## config.mk

```make
export PLATFORM = sky130hd
export DESIGN_NAME = fcc_top
export DESIGN_NICKNAME = d
export VERILOG_FILES = /design/src/include/fcc_pkg.sv /design/src/include/fcc_cal_if.sv /design/src/verilog/fcc_sync.sv /design/src/verilog/fcc_cal_mux.sv /design/src/verilog/fcc_top.sv
export VERILOG_INCLUDE_DIRS = /design/src /design/src/include
export SDC_FILE = /design/constraint.sdc
export NUM_CORES = 1
export LEC_CHECK = 0
export BUFFER_PORTS_ARGS = -buffer_cell sky130_fd_sc_hd__buf_2
export CAP_MARGIN = 0
export CELL_PAD_IN_SITES_DETAIL_PLACEMENT = 1
export CELL_PAD_IN_SITES_GLOBAL_PLACEMENT = 2
export CORE_ASPECT_RATIO = 0.7
export CORE_MARGIN = 5
export CORE_UTILIZATION = 37
export DETAILED_ROUTE_END_ITERATION = 8
export HOLD_SLACK_MARGIN = 0.08
export PLACE_DENSITY_LB_ADDON = 0.05
export SYNTH_ARGS = -nofsm -noshare
export SYNTH_HDL_FRONTEND = slang
export SYNTH_SLANG_ARGS = --single-unit
```

## constraint.sdc

```tcl
create_clock -name ref_clk -period 2.4 [get_ports ref_clk]
set_clock_uncertainty 0.1 [all_clocks]
set_input_delay 0.24 -clock ref_clk [delete_from_list [all_inputs] [get_ports ref_clk]]
set_output_delay 0.24 -clock ref_clk [all_outputs]
set_load 0.02 [all_outputs]
```

## src/include/fcc_cfg.svh

```systemverilog
// Front end calibration config: offsets, field positions, reset values and codes.
// Assumes byte-wide register port with 8-bit addresses.
`ifndef FCC_CFG_SVH
`define FCC_CFG_SVH

// Register offsets
`define FCC_OFS_MASTER_GAIN     8'h00
`define FCC_OFS_MASTER_SINE_LO  8'h01
`define FCC_OFS_MASTER_SINE_HI  8'h02
`define FCC_OFS_INPUT_MODE      8'h0a
`define FCC_OFS_REF_SOURCE      8'h0b
`define FCC_OFS_SEGMENT_GAIN    8'h10
`define FCC_OFS_SEGMENT_SINE_LO 8'h11
`define FCC_OFS_SEGMENT_SINE_HI 8'h12
`define FCC_OFS_NONIUS_GAIN     8'h20
`define FCC_OFS_NONIUS_SINE_LO  8'h21
`define FCC_OFS_NONIUS_SINE_HI  8'h22

// Track bank decode: high nibble picks track, low nibble the byte in it
`define FCC_TRACK_STRIDE        4'h1
`define FCC_TRACK_BYTES         4'h3

// Input mode fields
`define FCC_KIND_BIT            0
`define FCC_RES_LSB             1
`define FCC_RES_MSB             2
`define FCC_DIV_BIT             3
`define FCC_POL_BIT             6

// Reference source field
`define FCC_REFSRC_LSB          3
`define FCC_REFSRC_MSB          4
`define FCC_REFSRC_INTERNAL     2'h0
`define FCC_REFSRC_RESERVED     2'h1
`define FCC_REFSRC_DRIVE_PIN    2'h2
`define FCC_REFSRC_EXTERNAL     2'h3

// Gain fields
`define FCC_COARSE_LSB          0
`define FCC_COARSE_MSB          2
`define FCC_COSFINE_LSB         3
`define FCC_COSFINE_MSB         7
`define FCC_SINEHI_MSB          2

// Mode codes
`define FCC_TRACK_NONE          2'h0
`define FCC_TRACK_MASTER        2'h1
`define FCC_TRACK_SEGMENT       2'h2
`define FCC_TRACK_NONIUS        2'h3
`define FCC_CAL_NORMAL          3'h0
`define FCC_CAL_OFFSET          3'h1
`define FCC_CAL_AMPLITUDE       3'h2
`define FCC_CAL_PHASE           3'h3

// Reset values
`define FCC_RST_BYTE            8'h00
`define FCC_RD_UNMAPPED         8'h00

`endif

```

## src/include/fcc_pkg.sv

```systemverilog
// Front end calibration config: shared types.
// Assumes fcc_cfg.svh is available on the include path.
package fcc_pkg;

  typedef logic [1:0] fcc_track_code_t;
  typedef logic [2:0] fcc_cal_code_t;
  typedef logic [2:0] fcc_trk_vec_t;

  typedef enum {
    FCC_MODE_NORMAL,
    FCC_MODE_OFFSET,
    FCC_MODE_AMPLITUDE,
    FCC_MODE_PHASE,
    FCC_MODE_OTHER
  } fcc_cal_mode_t;

endpackage

```

## src/include/fcc_cal_if.sv

```systemverilog
// Front end calibration config: link carrying select codes and synchronised comparator levels to the test mux.
// Assumes both ends share ref_clk.
`timescale 1ns/1ns
interface fcc_cal_if;
  import fcc_pkg::*;

  fcc_track_code_t track_code;
  fcc_cal_code_t   cal_code;
  fcc_trk_vec_t    cos_off;
  fcc_trk_vec_t    sin_off;
  fcc_trk_vec_t    amp;
  fcc_trk_vec_t    phase;
  logic            test_a;
  logic            test_b;
  logic            route_cal;
  fcc_track_code_t route_track;

  modport src (output track_code, cal_code, cos_off, sin_off, amp, phase,
               input test_a, test_b, route_cal, route_track);
  modport mux (input track_code, cal_code, cos_off, sin_off, amp, phase,
               output test_a, test_b, route_cal, route_track);
endinterface

```

## src/verilog/fcc_sync.sv

```systemverilog
// Front end calibration config: three-flop synchroniser with agreement filter.
// Assumes inputs arrive asynchronous to ref_clk (analog comparators).
`timescale 1ns/1ns
module fcc_sync #(
  parameter int WIDTH = 12
) (
  input  wire logic             ref_clk,  // System clock
  input  wire logic             sys_rst,  // Sync reset, active high
  input  wire logic [WIDTH-1:0] async_in, // Raw asynchronous levels
  output logic      [WIDTH-1:0] sync_out  // Filtered synchronous levels
);

  logic [WIDTH-1:0] s1_ff;
  logic [WIDTH-1:0] s2_ff;
  logic [WIDTH-1:0] s3_ff;

  always_ff @(posedge ref_clk) begin
    if (sys_rst) begin
      s1_ff <= '0;
      s2_ff <= '0;
      s3_ff <= '0;
    end else begin
      s1_ff <= async_in;
      s2_ff <= s1_ff;
      s3_ff <= s2_ff;
    end
  end

  // Only stages two and three are compared; stage one may be metastable
  always_ff @(posedge ref_clk) begin
    if (sys_rst) begin
      sync_out <= '0;
    end else begin
      for (int i = 0; i < WIDTH; i++) begin
        if (s2_ff[i] == s3_ff[i]) begin
          sync_out[i] <= s3_ff[i];
        end
      end
    end
  end

endmodule

```

## src/verilog/fcc_cal_mux.sv

```systemverilog
// Front end calibration config: test pin and line driver source selection.
// Assumes codes and comparator levels are already in the ref_clk domain.
`timescale 1ns/1ns
module fcc_cal_mux (
  input  wire logic ref_clk, // System clock
  input  wire logic sys_rst, // Sync reset, active high
  fcc_cal_if.mux    cal      // Codes in, test outputs back
);
  import fcc_pkg::*;

  `include "fcc_cfg.svh"

  function automatic fcc_cal_mode_t decode_mode(input fcc_track_code_t trk,
                                                input fcc_cal_code_t cal_c);
    fcc_cal_mode_t m;
    m = FCC_MODE_OTHER;
    if (trk == `FCC_TRACK_NONE) begin
      if (cal_c == `FCC_CAL_NORMAL) begin
        m = FCC_MODE_NORMAL;
      end
    end else begin
      unique case (cal_c)
        `FCC_CAL_OFFSET:    m = FCC_MODE_OFFSET;
        `FCC_CAL_AMPLITUDE: m = FCC_MODE_AMPLITUDE;
        `FCC_CAL_PHASE:     m = FCC_MODE_PHASE;
        default:            m = FCC_MODE_OTHER;
      endcase
    end
    return m;
  endfunction

  fcc_cal_mode_t mode;
  logic [1:0]    idx;

  assign mode = decode_mode(cal.track_code, cal.cal_code);
  assign idx  = cal.track_code - 2'h1;

  always_ff @(posedge ref_clk) begin
    if (sys_rst) begin
      cal.test_a <= 1'b0;
      cal.test_b <= 1'b0;
    end else begin
      unique case (mode)
        FCC_MODE_OFFSET: begin
          cal.test_a <= cal.cos_off[idx];
          cal.test_b <= cal.sin_off[idx];
        end
        FCC_MODE_AMPLITUDE: begin
          cal.test_a <= 1'b0;
          cal.test_b <= cal.amp[idx];
        end
        FCC_MODE_PHASE: begin
          cal.test_a <= 1'b0;
          cal.test_b <= cal.phase[idx];
        end
        FCC_MODE_NORMAL: begin
          cal.test_a <= 1'b0;
          cal.test_b <= 1'b0;
        end
        FCC_MODE_OTHER: begin
          cal.test_a <= 1'b0;
          cal.test_b <= 1'b0;
        end
      endcase
    end
  end

  // Line driver carries master in normal use, else the chosen track's signals
  always_ff @(posedge ref_clk) begin
    if (sys_rst) begin
      cal.route_cal   <= 1'b0;
      cal.route_track <= `FCC_TRACK_MASTER;
    end else if (cal.track_code == `FCC_TRACK_NONE) begin
      cal.route_cal   <= 1'b0;
      cal.route_track <= `FCC_TRACK_MASTER;
    end else begin
      cal.route_cal   <= 1'b1;
      cal.route_track <= cal.track_code;
    end
  end

endmodule

```

## src/verilog/fcc_top.sv

```systemverilog
// Front end calibration config: register bank, analog control fields and
// calibration test output selection for the three-track sine/cosine front end.
// Assumes a byte-wide register port driven by the serial or EEPROM loader on
// ref_clk, and comparator levels arriving asynchronously from analog.
`timescale 1ns/1ns
module fcc_top (
  input  wire logic                  ref_clk,                 // 20 MHz clock
  input  wire logic                  sys_rst,                 // Sync reset, high
  // Register port
  input  wire logic [7:0]            reg_addr,                // Byte address
  input  wire logic [7:0]            reg_wdata,               // Write data
  input  wire logic                  reg_wr,                  // Write strobe
  input  wire logic                  reg_rd,                  // Read strobe
  output logic      [7:0]            reg_rdata,               // Read data
  output logic                       reg_rvalid,              // Read data valid
  output logic                       reg_hit,                 // Last access mapped
  // Mode selection
  input  wire fcc_pkg::fcc_track_code_t track_select_code,   // Track select
  input  wire fcc_pkg::fcc_cal_code_t   calibration_select_code, // Cal select
  // Comparator levels, one bit per track: 0 master, 1 segment, 2 nonius
  input  wire fcc_pkg::fcc_trk_vec_t cosine_offset_compare,   // Cos offset comp
  input  wire fcc_pkg::fcc_trk_vec_t sine_offset_compare,     // Sine offset comp
  input  wire fcc_pkg::fcc_trk_vec_t amplitude_compare,       // Amplitude comp
  input  wire fcc_pkg::fcc_trk_vec_t phase_compare,           // Phase comp
  // Test pins and line driver routing
  output logic                       test_output_a,           // Test pin A
  output logic                       test_output_b,           // Test pin B
  output logic                       line_route_cal,          // Driver shows cal
  output fcc_pkg::fcc_track_code_t   line_route_track,        // Driver track
  // Shared input controls
  output logic                       input_kind_select,       // 1 voltage
  output logic                       current_polarity_select, // 1 positive
  output logic      [1:0]            input_resistance_select, // Current-mode R
  output logic                       divider_enable,          // Quarter divider
  output logic      [1:0]            reference_source_select, // Raw ref code
  output logic                       ref_use_internal,        // Internal ref
  output logic                       ref_drive_pin,           // Ref out to pin
  output logic                       ref_from_pin,            // Ref from pin
  // Per-track gain controls, index 0 master, 1 segment, 2 nonius
  output logic      [2:0]            coarse_gain_code [3],    // Coarse range
  output logic      [4:0]            cosine_fine_gain [3],    // Cosine fine
  output logic      [10:0]           sine_fine_gain   [3],    // Sine fine
  output logic      [2:0]            sine_gain_coarse [3],    // Sine path range
  output logic      [2:0]            cosine_gain_coarse [3]   // Cosine path range
);
  import fcc_pkg::*;

  `include "fcc_cfg.svh"

  ////////////////////////////////////////////////////////////////////////////
  // Address decode

  // Bank 0..2 by high nibble, byte 0..2 by low nibble
  function automatic logic track_hit(input logic [7:0] a);
    return (a[7:4] <= 4'h2) && (a[3:0] < `FCC_TRACK_BYTES);
  endfunction

  function automatic logic [1:0] track_of(input logic [7:0] a);
    return a[5:4];
  endfunction

  function automatic logic [1:0] byte_of(input logic [7:0] a);
    return a[1:0];
  endfunction

  function automatic logic addr_mapped(input logic [7:0] a);
    return track_hit(a) || (a == `FCC_OFS_INPUT_MODE) || (a == `FCC_OFS_REF_SOURCE);
  endfunction

  ////////////////////////////////////////////////////////////////////////////
  // Register storage

  logic [7:0] gain_ff [3][3];
  logic [7:0] input_mode_ff;
  logic [7:0] ref_source_ff;

  // Every byte holds its value until rewritten; no commit stage
  always_ff @(posedge ref_clk) begin
    if (sys_rst) begin
      for (int t = 0; t < 3; t++) begin
        for (int b = 0; b < 3; b++) begin
          gain_ff[t][b] <= `FCC_RST_BYTE;
        end
      end
    end else if (reg_wr && track_hit(reg_addr)) begin
      gain_ff[track_of(reg_addr)][byte_of(reg_addr)] <= reg_wdata;
    end
  end

  always_ff @(posedge ref_clk) begin
    if (sys_rst) begin
      input_mode_ff <= `FCC_RST_BYTE;
    end else if (reg_wr && (reg_addr == `FCC_OFS_INPUT_MODE)) begin
      input_mode_ff <= reg_wdata;
    end
  end

  always_ff @(posedge ref_clk) begin
    if (sys_rst) begin
      ref_source_ff <= `FCC_RST_BYTE;
    end else if (reg_wr && (reg_addr == `FCC_OFS_REF_SOURCE)) begin
      ref_source_ff <= reg_wdata;
    end
  end

  ////////////////////////////////////////////////////////////////////////////
  // Read path

  logic [7:0] nxt_rdata;

  always_comb begin
    nxt_rdata = `FCC_RD_UNMAPPED;
    if (track_hit(reg_addr)) begin
      nxt_rdata = gain_ff[track_of(reg_addr)][byte_of(reg_addr)];
    end else if (reg_addr == `FCC_OFS_INPUT_MODE) begin
      nxt_rdata = input_mode_ff;
    end else if (reg_addr == `FCC_OFS_REF_SOURCE) begin
      nxt_rdata = ref_source_ff;
    end
  end

  // One cycle read latency; unmapped reads return zero
  always_ff @(posedge ref_clk) begin
    if (sys_rst) begin
      reg_rdata  <= `FCC_RD_UNMAPPED;
      reg_rvalid <= 1'b0;
    end else begin
      reg_rvalid <= reg_rd;
      if (reg_rd) begin
        reg_rdata <= nxt_rdata;
      end
    end
  end

  always_ff @(posedge ref_clk) begin
    if (sys_rst) begin
      reg_hit <= 1'b0;
    end else if (reg_rd || reg_wr) begin
      reg_hit <= addr_mapped(reg_addr);
    end
  end

  ////////////////////////////////////////////////////////////////////////////
  // Shared input controls

  always_comb begin
    input_kind_select       = input_mode_ff[`FCC_KIND_BIT];
    current_polarity_select = input_mode_ff[`FCC_POL_BIT];
    input_resistance_select = input_mode_ff[`FCC_RES_MSB:`FCC_RES_LSB];
    // Divider only acts on voltage inputs, so gate it by the input kind
    divider_enable          = input_mode_ff[`FCC_DIV_BIT] & input_kind_select;
  end

  always_comb begin
    reference_source_select = ref_source_ff[`FCC_REFSRC_MSB:`FCC_REFSRC_LSB];
    ref_use_internal        = 1'b1;
    ref_drive_pin           = 1'b0;
    ref_from_pin            = 1'b0;
    unique case (reference_source_select)
      // Reserved code falls back to the internal reference: safest choice
      `FCC_REFSRC_INTERNAL, `FCC_REFSRC_RESERVED: begin
        ref_use_internal = 1'b1;
      end
      `FCC_REFSRC_DRIVE_PIN: begin
        ref_drive_pin = 1'b1;
      end
      `FCC_REFSRC_EXTERNAL: begin
        ref_use_internal = 1'b0;
        ref_from_pin     = 1'b1;
      end
    endcase
  end

  ////////////////////////////////////////////////////////////////////////////
  // Per-track gain controls

  always_comb begin
    for (int t = 0; t < 3; t++) begin
      coarse_gain_code[t] = gain_ff[t][0][`FCC_COARSE_MSB:`FCC_COARSE_LSB];
      cosine_fine_gain[t] = gain_ff[t][0][`FCC_COSFINE_MSB:`FCC_COSFINE_LSB];
      sine_fine_gain[t]   = {gain_ff[t][2][`FCC_SINEHI_MSB:0], gain_ff[t][1]};
      // Both paths share one coarse range; fine stage multiplies after it
      sine_gain_coarse[t]   = coarse_gain_code[t];
      cosine_gain_coarse[t] = coarse_gain_code[t];
    end
  end

  ////////////////////////////////////////////////////////////////////////////
  // Calibration compare path

  logic [11:0] cmp_sync;

  fcc_sync #(
    .WIDTH (12)
  ) u_sync (
    .ref_clk  (ref_clk),
    .sys_rst  (sys_rst),
    .async_in ({phase_compare, amplitude_compare, sine_offset_compare,
                cosine_offset_compare}),
    .sync_out (cmp_sync)
  );

  fcc_cal_if cal_link ();

  assign cal_link.track_code = track_select_code;
  assign cal_link.cal_code   = calibration_select_code;
  assign cal_link.cos_off    = cmp_sync[2:0];
  assign cal_link.sin_off    = cmp_sync[5:3];
  assign cal_link.amp        = cmp_sync[8:6];
  assign cal_link.phase      = cmp_sync[11:9];

  fcc_cal_mux u_mux (
    .ref_clk (ref_clk),
    .sys_rst (sys_rst),
    .cal     (cal_link.mux)
  );

  assign test_output_a    = cal_link.test_a;
  assign test_output_b    = cal_link.test_b;
  assign line_route_cal   = cal_link.route_cal;
  assign line_route_track = cal_link.route_track;

endmodule

```

Yosys cells after proc, flatten, opt, wreduce, memory -nomap -nowiden
Memory sizes are Yosys's and may differ from the RTL's.
Index checks and enable logic that the tools add are counted.
Word-level totals
  bits in registers: 79
  memory bits (writable): 72
  input bits: 37
  output and inout port bits: 100
  word-level logic and storage cells: 104
  memories kept: 1
Cells by class
  $add $sub $neg: 1
  $lt $le $gt $ge: 5
  equal/unequal tests: 23
  muxes and demuxes: 33
  bitwise gates (word level): 2
  reduce and logical (&&, ||, !) cells: 15
Memory list
  gain_ff: depth 3, width 24, read ports 4, clocked after memory_dff 0, write ports 3, line fcc_top.sv:73  | logic [7:0] gain_ff [3][3];
Operators by type and width (number)
  two-way mux 24 bit: 3
  equality test 32 x 2 -> 1 bit, second input constant: 2
  two-way mux 8 bit: 6
  equality test 32 x 1 -> 1 bit, second input constant: 1
  equality test 32 x 3 -> 1 bit, second input constant: 1
  zero test 32 bit: 1
  two-way mux 32 bit: 1
  OR reduction 24 bit: 1
  binary-select mux 8 bit (select 2 bit): 1
  demux 8 bit (select 2 bit): 1
  equality test 8 x 4 -> 1 bit, second input constant: 2
  equality test 1 bit: 12
  two-way mux 1 bit: 12
  one-hot mux 3 bit (3 select lines): 1
  binary-select mux 1 bit (select 2 bit): 4
  equality test 3 x 2 -> 1 bit, second input constant: 2
  logical AND 1 bit: 5
  equality test 2 bit, second input constant: 2
  <= comparator 4 x 2 -> 1 bit, second input constant: 1
  less-than comparator 4 x 2 -> 1 bit, second input constant: 1
  one-hot mux 1 bit (4 select lines): 1
  OR reduction 2 bit: 2
  OR reduction 4 bit: 1
  equality test 3 x 1 -> 1 bit, second input constant: 1
  other kinds (12): 14

Longest topological paths before layout
  depth after elaboration: 8
  mapped depth: 7
  mapped depth without buffers: 6

Modules after synthesis
Synthesis repeated with hierarchy kept, for this count alone.
Second synthesis, totals
  cells, all modules: 654
  area total of the unflattened synthesis: 8022.7 um^2
Modules (own cells, without submodules)
  fcc_top: times used 1, cells each 498, area each 6294.8 um^2, sequential area each 3403.3 um^2
  fcc_sync: times used 1, cells each 125, area each 1420.1 um^2, sequential area each 960.9 um^2
  fcc_cal_mux: times used 1, cells each 31, area each 307.8 um^2, sequential area each 100.1 um^2

Worst setup path after synthesis
Ideal clock, no wire load.
  path type: input -> register
  start: in reg_addr[4]
  end: mem gain_ff[0][16] in the netlist's numbering, enable pin
  arrival time: 1.656 ns
  path slack: 0.315 ns
  stages on the path: 5
  buffers on the path: 1
  cells stage by stage: buf_2 > a221oi_2 > nand4b_4 > nor4b_4 > or2_1
RTL lines
  from (decl): line fcc_top.sv:10  | input wire logic [7:0] reg_addr,
  to (decl): line fcc_top.sv:73

Worst setup path in the final report
  start: in track_select_code[0]
  end: reg u_mux.cal.test_b
Between the ends
  longest elaborated chain between the ends: 5
  elaborated cells between the ends (all ways): 16
  those cells by class: add/sub: 1; eq/ne: 4; mux: 8; reduce/logical: 3
RTL lines
  from (decl): line fcc_top.sv:18  | input wire fcc_pkg::fcc_track_code_t track_select_code,
  zero test 2 bit (no source line)
  two-way mux 32 bit: line fcc_cal_mux.sv:17  | if (trk == `FCC_TRACK_NONE) begin
  equality test 32 x 3 -> 1 bit or zero test 32 bit (tied branches): line fcc_cal_mux.sv:43  | unique case (mode)
  OR reduction 2 bit (no source line)
  one-hot mux 1 bit (4 select lines) (*): line fcc_cal_mux.sv:43
  to (signal assigned): line fcc_cal_mux.sv:46  | cal.test_b <= cal.sin_off[idx];
  to (signal assigned): line fcc_cal_mux.sv:50  | cal.test_b <= cal.amp[idx];
  to (signal assigned): line fcc_cal_mux.sv:54  | cal.test_b <= cal.phase[idx];
  to (decl): line fcc_cal_if.sv:21  | output test_a, test_b, route_cal, route_track);
Every way passes the cells marked *; elsewhere a longest branch is shown, timed or not. The select of a mux whose other input is x is not followed.
A chain may end at the register's enable or synchronous reset.

==> impl_metrics.yaml <==
logic_synthesis:
  async_flop_share: 0
  synth_top_area_cell: "edfxtp_1"
  syn_area_um2: 7750
  yosysTopAreaCellShare: 0.372
  synth-seq-area-share: 0.576
  synth_seq_cells: 175
  synth_edf_count: 96
  synth_cell_types: 48
  ys_warn_count: 0
  synth_area_leaders: "edfxtp_1 37%, dfxtp_1 20%, buf_4 7.9%, mux2i_1 5.9%, and2_1 5.6%"
  synth_ff_type: "edfxtp_1"
  syn-mean-instance-area_um2: 12.2
  synthCells: 636
setup_path:
  worstSetupPathType: "input port to register"
  endpoint_kind: "register"
  crit_path_max_fanout: 5
  r2r_cells: 5
  startpoint_type: "input port"
  crit_required_ns: 2.65
  cp.arrival_ns: 2.32
hold_path:
  hold_class: "input port to register"
  hold_depth: 3
timing:
  slew_headroom: 0.541
  period_share: 0.863
  fin_crit_ns: 2.07
  tns_ns: 0
  rsz0062_at_grt: "no"
  worstMarginPinSlew_ns: 0.689
  hold_ws_ns: 0.111
  hold_violations: 0
  setup_viol: 0
  clock.fmax_ghz: 0.483
  maxSlewViolCount: 0
floorplanning:
  die_x_um: 183
  num_rows: 44
  core_um2: 20600
  die_h_um: 131
  die_area_um2: 24000
  start_util: 0.375
  io_pins: 137
clock_tree:
  cts_buffers: 17
  clockRootBuffer: "clkbuf_16"
  clk_latency_ns: 0.43
  ctsHoldBuffers: 16
  numClockSinks: 175
  cts_tree: "done"
  post_cts_resized: 0
  htree_num_levels: 4
  cts_max_path_buffers: 2
  cts_setup_buffers: 0
  cts.clk_slew.worst_paths_ns: 0.07
place:
  dp.cells: 991
  dp_hpwl_mm: 16.2
  place.gp.congestion: 0.808
  portBuffers: 136
power:
  p_leak_nw: 3.74
  irDropWorstVdd_mv: 0.368
  finalPower_mw: 6.63
  power_density_nw_per_um2: 730
run_status:
  status: "completed"
global_route:
  grt_max_degree: 41
  grt_pass1_vias: 5328
  track_usage: 0.187
  antenna_found_initial: 1
  grt_overflow_total: 0
  grt_pass1_wl_mm: 32.8
final_layout:
  nets: 788
  stdcell_count: 1039
  antenna_cells: 0
  syn2layout_area_growth_pct: 17.1
  drive_above_1_share: 0.288
routing:
  routed_wl_mm: 21.9
  drc: 0
  routedWlPerCell_um: 21.1
  ant_nets: 0
  routed_via_density: 4.84
  firstDrtPassIters: 5
  drt_iter0_markers: 270
  vias: 5031
run:
  maxCapViolations: 0
power breakdown:
group          switching [mW]  internal, mW  total (mW)
clock network            1.24          1.45        2.69
logic                   0.387         0.215       0.602
registers              0.0627          3.27        3.33
total                    1.69          4.94        6.63
per-stage QoR:
step	utilization	area (um^2)	worst slack, ns
finish	0.440	9080	0.329
global placement	0.405	8360	0.107
CTS	0.440	9080	0.357
global route	0.440	9080	0.208
floorplan	-	7840	0.315
detailed placement	0.405	8360	0.0260
final cells by class:
cell class	instances	area [um^2]
clock buffer	19	433
clock inverter	13	130
fill	2205	11600
inverter	3	11.3
multi-input combinational	375	2650
sequential	175	4460
tap	276	345
timing repair buffer	178	1050
synthesized netlist by cell type (all sizes together) (3+ instances only):
library cell	n
nand2	39
nor4b	4
nor3b	9
or2	7
dfxtp	79
edfxtp	96
nor2	22
o21a	7
clkbuf	15
nor4	3
a21oi	21
a22oi	7
and2	69
nand2b	4
o22ai	7
buf	91
nor2b	42
a221oi	9
mux4	10
nor3	6
o21ai	22
inv	3
mux2i	46
kinds of logic (layout without fill, tap and decap cells):
family          Yosys count  after routing  synth area share
flops                   175            175             0.576
other cells               1             24          0.000484
simple gates            213            213             0.173
fa+ha+maj                 1              1           0.00161
compound gates           80             80            0.0655
buf+inv                 109            213            0.0936
mux                      57             57            0.0899
routing by layer:
metal / GRT usage / vias to the layer above / part of all wire
met2: 0.290 / 119 / 0.45
li1: - / 2377 / -
met1: 0.269 / 2517 / 0.49
met5: 0 / - / 0
met4: 0.0574 / 0 / 0.010
met3: 0.0336 / 18 / 0.047
sequential cells by signal (all words and copies together), names as in the netlist:
register	count
gain_ff	96
input_mode_ff	8
ref_source_ff	8
reg_hit	1
reg_rdata	8
reg_rvalid	1
u_mux.cal.route_cal	1
u_mux.cal.route_track	2
u_mux.cal.test_a	1
u_mux.cal.test_b	1
u_sync.s1_ff	12
u_sync.s2_ff	12
u_sync.s3_ff	12
u_sync.sync_out	12
worst paths after layout:
check / start / to / slack (ns)
max reg2reg: gain_ff[2][21] / reg_rdata[5] / 0.62
min reg2reg: u_sync.s1_ff[2] / u_sync.s2_ff[2] / 0.34
max: track_select_code[0] / u_mux.cal.test_b / 0.33
min: calibration_select_code[0] / u_mux.cal.test_a / 0.11
cells in the final DEF, fill, tap and decap left out, types with 8 or more instances in the layout:
| cell | synthesis | routed |
|---|---|---|
| mux2i_1 | 46 | 46 |
| nor2_1 | 22 | 22 |
| buf_2 | 7 | 136 |
| nand2_1 | 38 | 38 |
| and2_1 | 69 | 69 |
| nor3b_1 | 8 | 8 |
| edfxtp_1 | 96 | 96 |
| nor2b_1 | 42 | 42 |
| buf_4 | 82 | 25 |
| mux4_2 | 10 | 10 |
| dlygate4sd3_1 | 0 | 16 |
| conb_1 | 1 | 24 |
| dfxtp_1 | 79 | 79 |
| o21ai_0 | 22 | 22 |
| a21oi_1 | 21 | 21 |
| clkbuf_16 | 0 | 17 |
| a221oi_1 | 8 | 8 |
worst max-delay path, stage by stage:
cell	delay, ns
dlygate4sd3_1	0.51
buf_2	0.15
inv_1	0.08
ha_1	0.41
mux2_2	0.26
a221oi_1	0.07
or4_1	0.44
a31oi_1	0.16
(Power assumes the default switching activity.)
